`src/itrm_pkg.sv`:
```
package itrm_pkg;

    // ----------------------------------------------------------------
    // Register addresses
    // ----------------------------------------------------------------
    localparam logic [7:0] REG_PAYLOAD = 8'h80;
    localparam logic [7:0] REG_WIN_LEN = 8'h81;
    localparam logic [7:0] REG_LINK_STATE = 8'h82;
    localparam logic [7:0] REG_TARGET_ADDR = 8'h83;
    localparam logic [7:0] REG_TOP_RATE = 8'h84;
    localparam logic [7:0] REG_GAP = 8'h85;
    localparam logic [7:0] REG_SPEED_MODE = 8'h89;

    // ----------------------------------------------------------------
    // Values after reset, limits and field positions
    // ----------------------------------------------------------------
    localparam logic [6:0] DEF_TARGET_ADDR = 7'h30;
    localparam logic [15:0] MIN_WIN_LEN = 16'h0010;
    localparam logic [15:0] MAX_WIN_LEN = 16'h0200;
    localparam logic [15:0] FRAME_OVERHEAD = 16'h0005;
    localparam int ADDR_PERSIST_BIT = 15;
    localparam logic [5:0] FEATURE_BITS = 6'h02;
    localparam logic [7:0] LAYER_BITS = 8'h00;
    localparam logic [31:0] GAP_VALUE = 32'h0000_00c8;
    localparam logic [31:0] UNMAPPED_WORD = 32'hffff_ffff;
    localparam logic [3:0] BITS_PER_BYTE = 4'h8;
    localparam logic [2:0] REG16_BYTES = 3'h2;

    // ----------------------------------------------------------------
    // Bus speed codes and the rates they allow
    // ----------------------------------------------------------------
    localparam logic [2:0] MODE_SM = 3'h1;
    localparam logic [2:0] MODE_FM = 3'h2;
    localparam logic [2:0] MODE_SM_FM = 3'h3;
    localparam logic [2:0] MODE_FMP = 3'h4;
    localparam logic [31:0] RATE_SM_KHZ = 32'd100;
    localparam logic [31:0] RATE_FM_KHZ = 32'd400;
    localparam logic [31:0] RATE_FMP_KHZ = 32'd1000;

    typedef enum logic [2:0] {
        ST_IDLE = 3'b000,
        ST_ADDR = 3'b001,
        ST_ADDR_ACK = 3'b011,
        ST_RX_BYTE = 3'b010,
        ST_RX_ACK = 3'b110,
        ST_TX_BYTE = 3'b111,
        ST_TX_ACK = 3'b101
    } itrm_fsm_t;

    typedef struct packed {
        logic busy;
        logic response_waiting;
        logic [15:0] resp_len;
    } itrm_status_t;

    typedef struct packed {
        logic [2:0] scl_s;
        logic [2:0] sda_s;
        logic scl_f;
        logic sda_f;
        itrm_fsm_t fsm;
        logic [3:0] bcnt;
        logic [7:0] sh;
        logic rw;
        logic ptr_ok;
        logic [7:0] ptr;
        logic nack;
        logic [31:0] rdsh;
        logic [31:0] wsh;
        logic [2:0] wcnt;
        logic [15:0] len_act;
        logic [15:0] len_pend;
        logic [6:0] addr_act;
        logic [6:0] addr_pend;
        logic [2:0] mode;
        logic loaded;
        logic sda_oe;
        logic [7:0] rx_byte;
        logic rx_valid;
        logic tx_taken;
        logic persist_wr;
        logic [6:0] persist_addr;
        logic [15:0] payload;
    } itrm_state_t;

endpackage : itrm_pkg

```
`src/itrm_target.sv`:
```
`timescale 1ns/100ps
`default_nettype none

module itrm_target (
    input wire logic clk,
    input wire logic rst_b,
    input wire logic scl_i,
    input wire logic sda_i,
    output logic sda_o,
    output logic sda_oe,
    input wire itrm_pkg::itrm_status_t status,
    input wire logic [7:0] tx_data,
    output logic tx_taken,
    output logic [7:0] rx_byte,
    output logic rx_valid,
    input wire logic stored_valid,
    input wire logic [6:0] stored_addr,
    output logic persist_wr,
    output logic [6:0] persist_addr,
    output logic [15:0] max_frame_payload
);

    itrm_pkg::itrm_state_t s;
    itrm_pkg::itrm_state_t n;
    logic scl_new;
    logic sda_new;
    logic scl_rise;
    logic scl_fall;
    logic start_ev;
    logic stop_ev;
    logic [31:0] rate_khz;
    logic [31:0] rd_w;
    logic [7:0] nxt_byte;

    // ----------------------------------------------------------------
    // Read words
    // ----------------------------------------------------------------
    always_comb
    begin
        case (s.mode)
            itrm_pkg::MODE_SM: rate_khz = itrm_pkg::RATE_SM_KHZ;
            itrm_pkg::MODE_FMP: rate_khz = itrm_pkg::RATE_FMP_KHZ;
            default: rate_khz = itrm_pkg::RATE_FM_KHZ;
        endcase
        case (s.ptr)
            itrm_pkg::REG_WIN_LEN: rd_w = {s.len_pend, 16'hffff};
            itrm_pkg::REG_LINK_STATE: rd_w = {status.busy, status.response_waiting,
                itrm_pkg::FEATURE_BITS, itrm_pkg::LAYER_BITS, status.resp_len};
            itrm_pkg::REG_TOP_RATE: rd_w = rate_khz;
            itrm_pkg::REG_GAP: rd_w = itrm_pkg::GAP_VALUE;
            itrm_pkg::REG_SPEED_MODE: rd_w = {13'h0000, s.mode, 16'hffff};
            default: rd_w = itrm_pkg::UNMAPPED_WORD;
        endcase
    end

    // ----------------------------------------------------------------
    // Next state
    // ----------------------------------------------------------------
    always_comb
    begin
        n = s;
        n.rx_valid = 1'b0;
        n.tx_taken = 1'b0;
        n.persist_wr = 1'b0;
        nxt_byte = 8'hff;
        n.scl_s = {s.scl_s[1:0], scl_i};
        n.sda_s = {s.sda_s[1:0], sda_i};
        // A pin level counts only once the last two stages agree.
        scl_new = (s.scl_s[1] == s.scl_s[2]) ? s.scl_s[2] : s.scl_f;
        sda_new = (s.sda_s[1] == s.sda_s[2]) ? s.sda_s[2] : s.sda_f;
        n.scl_f = scl_new;
        n.sda_f = sda_new;
        scl_rise = !s.scl_f && scl_new;
        scl_fall = s.scl_f && !scl_new;
        start_ev = s.scl_f && scl_new && s.sda_f && !sda_new;
        stop_ev = s.scl_f && scl_new && !s.sda_f && sda_new;
        n.payload = s.len_act - itrm_pkg::FRAME_OVERHEAD;

        if (!s.loaded)
        begin
            n.loaded = 1'b1;
            if (stored_valid)
            begin
                n.addr_act = stored_addr;
                n.addr_pend = stored_addr;
            end
        end

        if (start_ev || stop_ev)
        begin
            // Register writes commit only at the frame boundary.
            if (s.ptr_ok && s.wcnt == itrm_pkg::REG16_BYTES)
            begin
                case (s.ptr)
                    itrm_pkg::REG_WIN_LEN:
                    begin
                        if (s.wsh[15:0] > itrm_pkg::MAX_WIN_LEN)
                            n.len_pend = itrm_pkg::MAX_WIN_LEN;
                        else if (s.wsh[15:0] >= itrm_pkg::MIN_WIN_LEN)
                            n.len_pend = s.wsh[15:0];
                    end
                    itrm_pkg::REG_TARGET_ADDR:
                    begin
                        n.addr_pend = s.wsh[6:0];
                        if (s.wsh[itrm_pkg::ADDR_PERSIST_BIT])
                        begin
                            n.persist_wr = 1'b1;
                            n.persist_addr = s.wsh[6:0];
                        end
                    end
                    itrm_pkg::REG_SPEED_MODE:
                    begin
                        if (s.wsh[2:0] >= itrm_pkg::MODE_SM && s.wsh[2:0] <= itrm_pkg::MODE_FMP)
                            n.mode = s.wsh[2:0];
                    end
                    default:
                    begin
                    end
                endcase
            end
            n.ptr_ok = 1'b0;
            n.wcnt = 3'h0;
            n.sda_oe = 1'b0;
            n.bcnt = 4'h0;
            n.fsm = itrm_pkg::ST_IDLE;
        end
        if (start_ev)
        begin
            // Pending values from earlier accesses become live here.
            n.len_act = s.len_pend;
            n.addr_act = s.addr_pend;
            n.fsm = itrm_pkg::ST_ADDR;
        end
        else if (!stop_ev)
        begin
            if (scl_rise && (s.fsm == itrm_pkg::ST_ADDR || s.fsm == itrm_pkg::ST_RX_BYTE))
            begin
                n.sh = {s.sh[6:0], sda_new};
                n.bcnt = s.bcnt + 4'h1;
            end
            case (s.fsm)
                itrm_pkg::ST_ADDR:
                begin
                    if (scl_fall && s.bcnt == itrm_pkg::BITS_PER_BYTE)
                    begin
                        n.bcnt = 4'h0;
                        if (s.sh[7:1] == s.addr_act)
                        begin
                            n.fsm = itrm_pkg::ST_ADDR_ACK;
                            n.sda_oe = 1'b1;
                            n.rw = s.sh[0];
                        end
                        else
                            n.fsm = itrm_pkg::ST_IDLE;
                    end
                end
                itrm_pkg::ST_ADDR_ACK:
                begin
                    if (scl_fall)
                    begin
                        if (s.rw)
                        begin
                            // A read always uses the pointer of the last selection.
                            if (s.ptr == itrm_pkg::REG_PAYLOAD)
                            begin
                                nxt_byte = tx_data;
                                n.tx_taken = 1'b1;
                            end
                            else
                            begin
                                nxt_byte = rd_w[31:24];
                                n.rdsh = {rd_w[23:0], 8'hff};
                            end
                            n.sh = nxt_byte;
                            n.sda_oe = !nxt_byte[7];
                            n.fsm = itrm_pkg::ST_TX_BYTE;
                        end
                        else
                        begin
                            n.sda_oe = 1'b0;
                            n.fsm = itrm_pkg::ST_RX_BYTE;
                        end
                    end
                end
                itrm_pkg::ST_RX_BYTE:
                begin
                    if (scl_fall && s.bcnt == itrm_pkg::BITS_PER_BYTE)
                    begin
                        n.bcnt = 4'h0;
                        n.sda_oe = 1'b1;
                        n.fsm = itrm_pkg::ST_RX_ACK;
                        if (!s.ptr_ok)
                        begin
                            n.ptr = s.sh;
                            n.ptr_ok = 1'b1;
                            n.wsh = 32'h0000_0000;
                        end
                        else if (s.ptr == itrm_pkg::REG_PAYLOAD)
                        begin
                            n.rx_byte = s.sh;
                            n.rx_valid = 1'b1;
                        end
                        else if (s.wcnt != 3'h7)
                        begin
                            n.wsh = {s.wsh[23:0], s.sh};
                            n.wcnt = s.wcnt + 3'h1;
                        end
                    end
                end
                itrm_pkg::ST_RX_ACK:
                begin
                    if (scl_fall)
                    begin
                        n.sda_oe = 1'b0;
                        n.fsm = itrm_pkg::ST_RX_BYTE;
                    end
                end
                itrm_pkg::ST_TX_BYTE:
                begin
                    if (scl_fall)
                    begin
                        if (s.bcnt == 4'h7)
                        begin
                            n.bcnt = 4'h0;
                            n.sda_oe = 1'b0;
                            n.fsm = itrm_pkg::ST_TX_ACK;
                        end
                        else
                        begin
                            n.bcnt = s.bcnt + 4'h1;
                            n.sh = {s.sh[6:0], 1'b1};
                            n.sda_oe = !s.sh[6];
                        end
                    end
                end
                itrm_pkg::ST_TX_ACK:
                begin
                    if (scl_rise)
                        n.nack = sda_new;
                    if (scl_fall)
                    begin
                        if (s.nack)
                            n.fsm = itrm_pkg::ST_IDLE;
                        else
                        begin
                            if (s.ptr == itrm_pkg::REG_PAYLOAD)
                            begin
                                nxt_byte = tx_data;
                                n.tx_taken = 1'b1;
                            end
                            else
                            begin
                                nxt_byte = s.rdsh[31:24];
                                n.rdsh = {s.rdsh[23:0], 8'hff};
                            end
                            n.sh = nxt_byte;
                            n.sda_oe = !nxt_byte[7];
                            n.fsm = itrm_pkg::ST_TX_BYTE;
                        end
                    end
                end
                default:
                begin
                end
            endcase
        end

        if (!rst_b)
        begin
            n = '0;
            n.scl_s = 3'h7;
            n.sda_s = 3'h7;
            n.scl_f = 1'b1;
            n.sda_f = 1'b1;
            n.fsm = itrm_pkg::ST_IDLE;
            n.len_act = itrm_pkg::MAX_WIN_LEN;
            n.len_pend = itrm_pkg::MAX_WIN_LEN;
            n.addr_act = itrm_pkg::DEF_TARGET_ADDR;
            n.addr_pend = itrm_pkg::DEF_TARGET_ADDR;
            n.mode = itrm_pkg::MODE_SM_FM;
            n.payload = itrm_pkg::MAX_WIN_LEN - itrm_pkg::FRAME_OVERHEAD;
        end
    end

    always_ff @(posedge clk)
    begin
        s <= n;
    end

    assign sda_o = 1'b0;
    assign sda_oe = s.sda_oe;
    assign tx_taken = s.tx_taken;
    assign rx_byte = s.rx_byte;
    assign rx_valid = s.rx_valid;
    assign persist_wr = s.persist_wr;
    assign persist_addr = s.persist_addr;
    assign max_frame_payload = s.payload;
endmodule : itrm_target

`default_nettype wire

```
`config.mk`:
```
export PLATFORM = sky130hd
export DESIGN_NAME = itrm_target
export DESIGN_NICKNAME = d
export VERILOG_FILES = /design/src/itrm_pkg.sv /design/src/itrm_target.sv
export SDC_FILE = /design/constraint.sdc
export NUM_CORES = 1
export LEC_CHECK = 0
export ABC_CLOCK_PERIOD_IN_PS = 1900
export BUFFER_PORTS_ARGS = -buffer_cell sky130_fd_sc_hd__buf_2
export CAP_MARGIN = 10
export CORE_ASPECT_RATIO = 1.5
export CORE_UTILIZATION = 55
export CTS_BUF_LIST = sky130_fd_sc_hd__clkbuf_4 sky130_fd_sc_hd__clkbuf_8
export CTS_CLUSTER_DIAMETER = 40
export DETAILED_ROUTE_END_ITERATION = 7
export GPL_TIMING_DRIVEN = 0
export PLACE_DENSITY = 0.88
export SKIP_CTS_REPAIR_TIMING = 1
export SLEW_MARGIN = 20
export SYNTH_ARGS = -nofsm -noshare
export SYNTH_HDL_FRONTEND = slang
export SYNTH_SLANG_ARGS = --single-unit
```
`constraint.sdc`:
```
create_clock -name clk -period 1.9 [get_ports clk]
set_input_delay 0.38 -clock clk [delete_from_list [all_inputs] [get_ports clk]]
set_output_delay 0.38 -clock clk [all_outputs]
set_load 0.02 [all_outputs]
```
Yosys cells after proc, flatten, opt, wreduce, memory -nomap -nowiden
Index checks and enable logic that the tools add are counted.
{"block": "op_classes", "n_addsub": 3, "magnitude_cmp": 4, "eq_ne": 31, "n_mux": 101, "bitwise_logic": 6, "n_reduce_logical": 38}
{"op": "2-to-1 mux 32 bit", "count": 7}
{"op": "2-to-1 mux 8 bit", "count": 21}
{"op": "one-hot mux 32 bit (5 select lines)", "count": 1}
{"op": "2-to-1 mux 35 bit", "count": 4}
{"op": "2-to-1 mux 93 bit", "count": 1}
{"op": "2-to-1 mux 90 bit", "count": 1}
{"op": "one-hot mux 32 bit (2 select lines)", "count": 1}
{"op": "== test 8 bit (second input constant)", "count": 7}
{"op": "2-to-1 mux 9 bit", "count": 6}
{"op": "2-to-1 mux 36 bit", "count": 1}
{"op": "2-to-1 mux 7 bit", "count": 5}
{"op": "2-to-1 mux 16 bit", "count": 2}
{"op": "2-to-1 mux 10 bit", "count": 3}
{"op": "2-to-1 mux 3 bit", "count": 10}
{"op": "2-to-1 mux 14 bit", "count": 2}
{"op": "2-to-1 mux 1 bit", "count": 24}
{"op": "one-hot mux 8 bit (3 select lines)", "count": 1}
{"op": "2-to-1 mux 11 bit", "count": 2}
{"op": "one-hot mux 10 bit (2 select lines)", "count": 1}
{"op": "AND reduction 4 bit", "count": 5}
{"op": "one-hot mux 3 bit (6 select lines)", "count": 1}
{"op": "greater-or-equal comparator 16 x 5 -> 1 bit (second input constant)", "count": 1}
{"op": "> comparator 16 x 10 -> 1 bit (second input constant)", "count": 1}
{"op": "subtractor 16 x 3 -> 16 bit (second input constant)", "count": 1}
{"op": "33 further kinds", "count": 74}
{"block": "word_totals", "regBits": 186, "input_bits": 38, "out_inout_bits": 36, "elab_cells": 211}

Longest topological paths before layout
{"block": "depth", "depth_word": 16, "mapped_depth": 9, "ltp_nobuf": 7}

Worst setup path after synthesis
Ideal clock, no wire load.
{"block": "synth_timing", "path_type": "register to register", "from": "register s[98] (netlist name)", "to": "register s[53] (netlist name)", "setup_time_ns": 0.132, "arrival_time_ns": 1.881, "t_required_ns": 1.768, "path_slack_ns": -0.113, "path_stages_with_launch": 7, "path_buffers": 1, "period_less_slack_ns": 2.013, "path_cell_list": "dfxtp_1 > or4_4 > or4_4 > o311a_1 > buf_6 > nand3_1 > a21oi_1"}
{"block": "synth_between", "elab_chain_cells": 3, "word_cells_on_any_way": 5, "classes_between": "order compare (2); mux (1); reduce/logical (2)"}
{"item": "from (decl)", "line_no": "itrm_target.sv:23", "rtl": "itrm_pkg::itrm_state_t s;"}
{"item": "from (signal assigned)", "line_no": "itrm_target.sv:287", "rtl": "s <= n;"}
{"item": "> comparator 16 x 10 -> 1 bit / greater-or-equal comparator 16 x 5 -> 1 bit (equally long branches)", "line_no": "itrm_target.sv:97, itrm_target.sv:99"}
{"item": "nonzero test 2 bit (no source line)"}
{"item": "AND reduction 4 bit (no source line)"}
Several ways; a longest one is shown, not always the timed one.
A chain may end at the register's enable or synchronous reset.

Final worst setup path
{"block": "layout_timing", "from": "register s[98] (netlist name)", "to": "register s[55] (netlist name)"}
The elaborated chain is that of the path after synthesis.

==> results summary <==
The run finished, with violations left. The checks that failed: negative setup slack. The shortest clock period the worst path allows after layout is 2225 ps. The area share of xor/xnor cells in the synthesized design is around 2.7%. Measured along the y axis, the die boundary spans about 150 microns. The antenna violation net count after detailed routing came out at 0.

On the final layout, the worst clock skew is ~14 ps. At the pin with the least slew margin, the transition time is about 760 ps. After synthesis, the netlist uses 70 different library cells.

The biggest area contributor in the post-synthesis netlist is sky130_fd_sc_hd__dfxtp_1. For this block, the initial DRC count from the detailed router was between 800 and 900. The top cell types in the final layout, fill and taps aside, are 145 x sky130_fd_sc_hd__dfxtp_1, 100 x sky130_fd_sc_hd__nor2_1, 81 x sky130_fd_sc_hd__nand2_1, 79 x sky130_fd_sc_hd__buf_4, 77 x sky130_fd_sc_hd__buf_2. Of all flip-flops after synthesis, the portion carrying an async set or reset was 0%. The overall global routing resource usage is between 20 and 30%. For this run, design rule violations remaining after detail routing come to 0. The share of layout cells above drive strength 1 came out at approximately 34%. The area inside the core boundary came out at 13,660 sq um. The total number of nets in the final design is 1,086. The arrival time of data at the critical path endpoint came out at 2570 ps.

The cell row count came out at 52. TritonCTS built the clock tree. The number of cells produced by synthesis came out at between 900 and 1,000.

0 antenna diodes ended up in the layout. In this design, the largest share of critical-path delay is due to simple AND/OR/NAND/NOR gates. The root buffer cell is sky130_fd_sc_hd__clkbuf_8. In the synthesized netlist, mux cells make up slightly above 4% of the area. After layout, the design draws a total of 6.252 mW. The die area came out at around 15,000 sq um. The worst pin sits at a relative slew slack of 49.53%. Dividing the synthesized area by the synthesized cell count gives about 8.6 sq um.

The mean number of vias per cell is about 6.7. The total iterations of the first detailed-routing run is 6. The most used flip-flop cell after synthesis is sky130_fd_sc_hd__dfxtp_1. The count of pins over their slew limit is 0. For this block, the routed nets add up to between 20 and 30 mm of wire. Summed over all failing endpoints, the final setup total negative slack is -16,700 ps. The clock net in this run drives a total of between 150 and 200 sinks. The wire length of the first global-routing pass is between 30 and 40 mm.

The effective utilization at floorplan came out at 56.80%. The final estimated routing congestion in global placement came out at slightly below 1. The maximum fanout count along the critical path came out at 5. The area share of the largest cell type after synthesis is a little over two fifths.

Compared with the post-synthesis result, the final layout area differs by 28.28%. The most frequent standard cell in the layout excluding fill and tap cells is sky130_fd_sc_hd__dfxtp_1. The element type at the critical path end is a flip-flop. Static timing analysis puts the maximum clock frequency at roughly 0.45 GHz.

The adder-cell area share of the yosys netlist is between 1 and 1.5%. The total half-perimeter wirelength after legalization and detailed placement came out at ~15 mm. Counting flops and latches in the post-synthesis netlist gives ~160. The critical path goes through or4_4 -> or4_4 -> o311a_4 -> clkbuf_16 -> nand3_1 -> a21oi_1.

On the critical path, the stage with the largest delay is an instance of sky130_fd_sc_hd__or4_4. In this run the tool buffered the top-level ports with ~70 buffer cells. The worst setup path is of the reg -> reg kind. The number of warnings reported in the yosys synthesis log is 0. The number of hold violations in the final report came out at 0. The startpoint type of the worst setup path is a flip-flop. The core occupancy in the finished layout came out at 72.87%. The number of nets in the synthesized netlist came out at 945. By area the synthesized netlist is led by sky130_fd_sc_hd__dfxtp_1 42%, sky130_fd_sc_hd__nor2_1 5.1%, sky130_fd_sc_hd__a21oi_1 4.9%. The number of failing setup endpoints in the final timing report came out at between 100 and 150. After synthesis, flip-flops and latches occupy 42.04% of the total area. Across the VDD grid, the largest voltage drop is about 0.47 mV. The leakage power total is roughly 3.9 nW. The final worst-path cycle share is 117.1%. In this run the power density over the cells is approximately 630 nW/um^2.

Entering global routing, the biggest net connects 19 pins. 74 I/O pins were placed. The number of buffers and inverters on the critical path is 1. The required arrival time at the worst endpoint is around 2300 ps. By area, the combinational part of the netlist is dominated by simple AND/OR/NAND/NOR gates. The H-tree was split into 4 levels. The number of global-route vias before repair came out at approximately 6,900.

The latest clock arrival within the worst-skew pair came out at ~490 ps. The fraction of the mapped netlist area in compound gates is between 10% and 20%. The number of buffers between clock root and the deepest sink came out at 2. Setup repair after global routing could not meet its margin everywhere.

The path class of the tightest hold or removal check is in -> reg. The number of CTS-inserted buffers came out at 17. After detailed routing, the average wire length per cell comes to 22.60 microns. The count of vias placed by the detailed router came out at 8,211. The area of the mapped netlist came out at around 7800 sq um. The delay of the slowest critical-path stage is approximately 550 ps. The smallest setup slack after layout came out at -324.8 ps.

Summed over all layers, the global routing overflow is 0. The die outline width is 98.99 microns. The basic-gate share of the synthesized area counting and, or, nand and nor cells came out at a little under a quarter.

The count of flip-flops with a built-in enable after synthesis is 0. The tool flagged a number of max-cap violations equal to 0. The number of antenna violations at the first check in global routing came to 1. After clock tree synthesis, the clock-pin slew on the worst setup and hold paths is around 110 ps. The cell occurring most often along the worst timing path is sky130_fd_sc_hd__or4_4.
per-stage QoR:
stage	hold WS, ps	setup WS, ps	area (sq um)	instances
6_report	22.42	-324.8	9956	1217
5_1_grt	6.828	-433.7	9956	1217
4_1_cts	22.02	-514.9	8748	1167
3_5_place_dp	394.8	-445.4	8347	1135
3_3_place_gp	389.3	-417.7	8347	1135
2_1_floorplan	384.5	-112.8	7784	901
layer usage:
layer	part of all wire, %	vias to the layer above	global-route usage, %
met4	11	0	22.09
met5	0	-	0
met3	10	294	5.910
met1	33	3765	29.96
met2	46	693	50.91
li1	-	3459	-
worst reg2reg max path: cells and delay by family (launching register included):
kind,cells,cell delay (ps)
flip-flops,1,340
buffers and inverters,1,170
AO/OA/AOI/OAI,2,460
AND/OR/NAND/NOR,3,1120
Yosys cell counts (all sizes together) (15+ instances only):
cell and n:
o21ai 17, a21oi 76, clkbuf 47, nand2b 18
dfxtp 163, mux2i 31, nand2 83, a211oi 16
a22oi 28, nor3 24, nand3 23, o221ai 16
and2 15, buf 50, nor2 105, inv 16
cell type report:
class / instances / area [sq um]
Tap cell: 162 / 202.7
Fill cell: 830 / 3707
Clock inverter: 15 / 167.7
Buffer: 89 / 651.9
Clock buffer: 17 / 234.0
Multi-Input combinational cell: 625 / 4458
Inverter: 16 / 60.06
Sequential cell: 163 / 3306
Timing Repair Buffer: 130 / 875.8
worst paths after layout:
path | startpoint | end | slack [ps] | cells past startpoint
max reg2reg | s[98] | s[55] | -320 | 6
min | rst_b | s[35] | 20 | 1
max | s[98] | s[55] | -320 | 6
min reg2reg | s[180] | s[181] | 420 | 1
logic make-up after synthesis:
logic type | Yosys count
and+or+nand+nor | 342
AOI/OAI and AO/OA | 219
DFF | 163
buffers and inverters | 113
muxes | 32
xor gates and xnor gates | 24
adders and majority gates | 7
other | 1
power by group:
group	leakage (nW)	switching [mW]	internal (mW)
Clock	0.192	1.59	0.989
Combinational	2.35	0.150	0.0771
Sequential	1.33	0.0188	3.43
flip-flops by register name (all words and copies together) (netlist names):
signal             flops
rx_valid               1
s                    128
persist_wr             1
rx_byte                8
tx_taken               1
persist_addr           7
sda_oe                 1
max_frame_payload     16
Power figures use the tool's default switching activity.
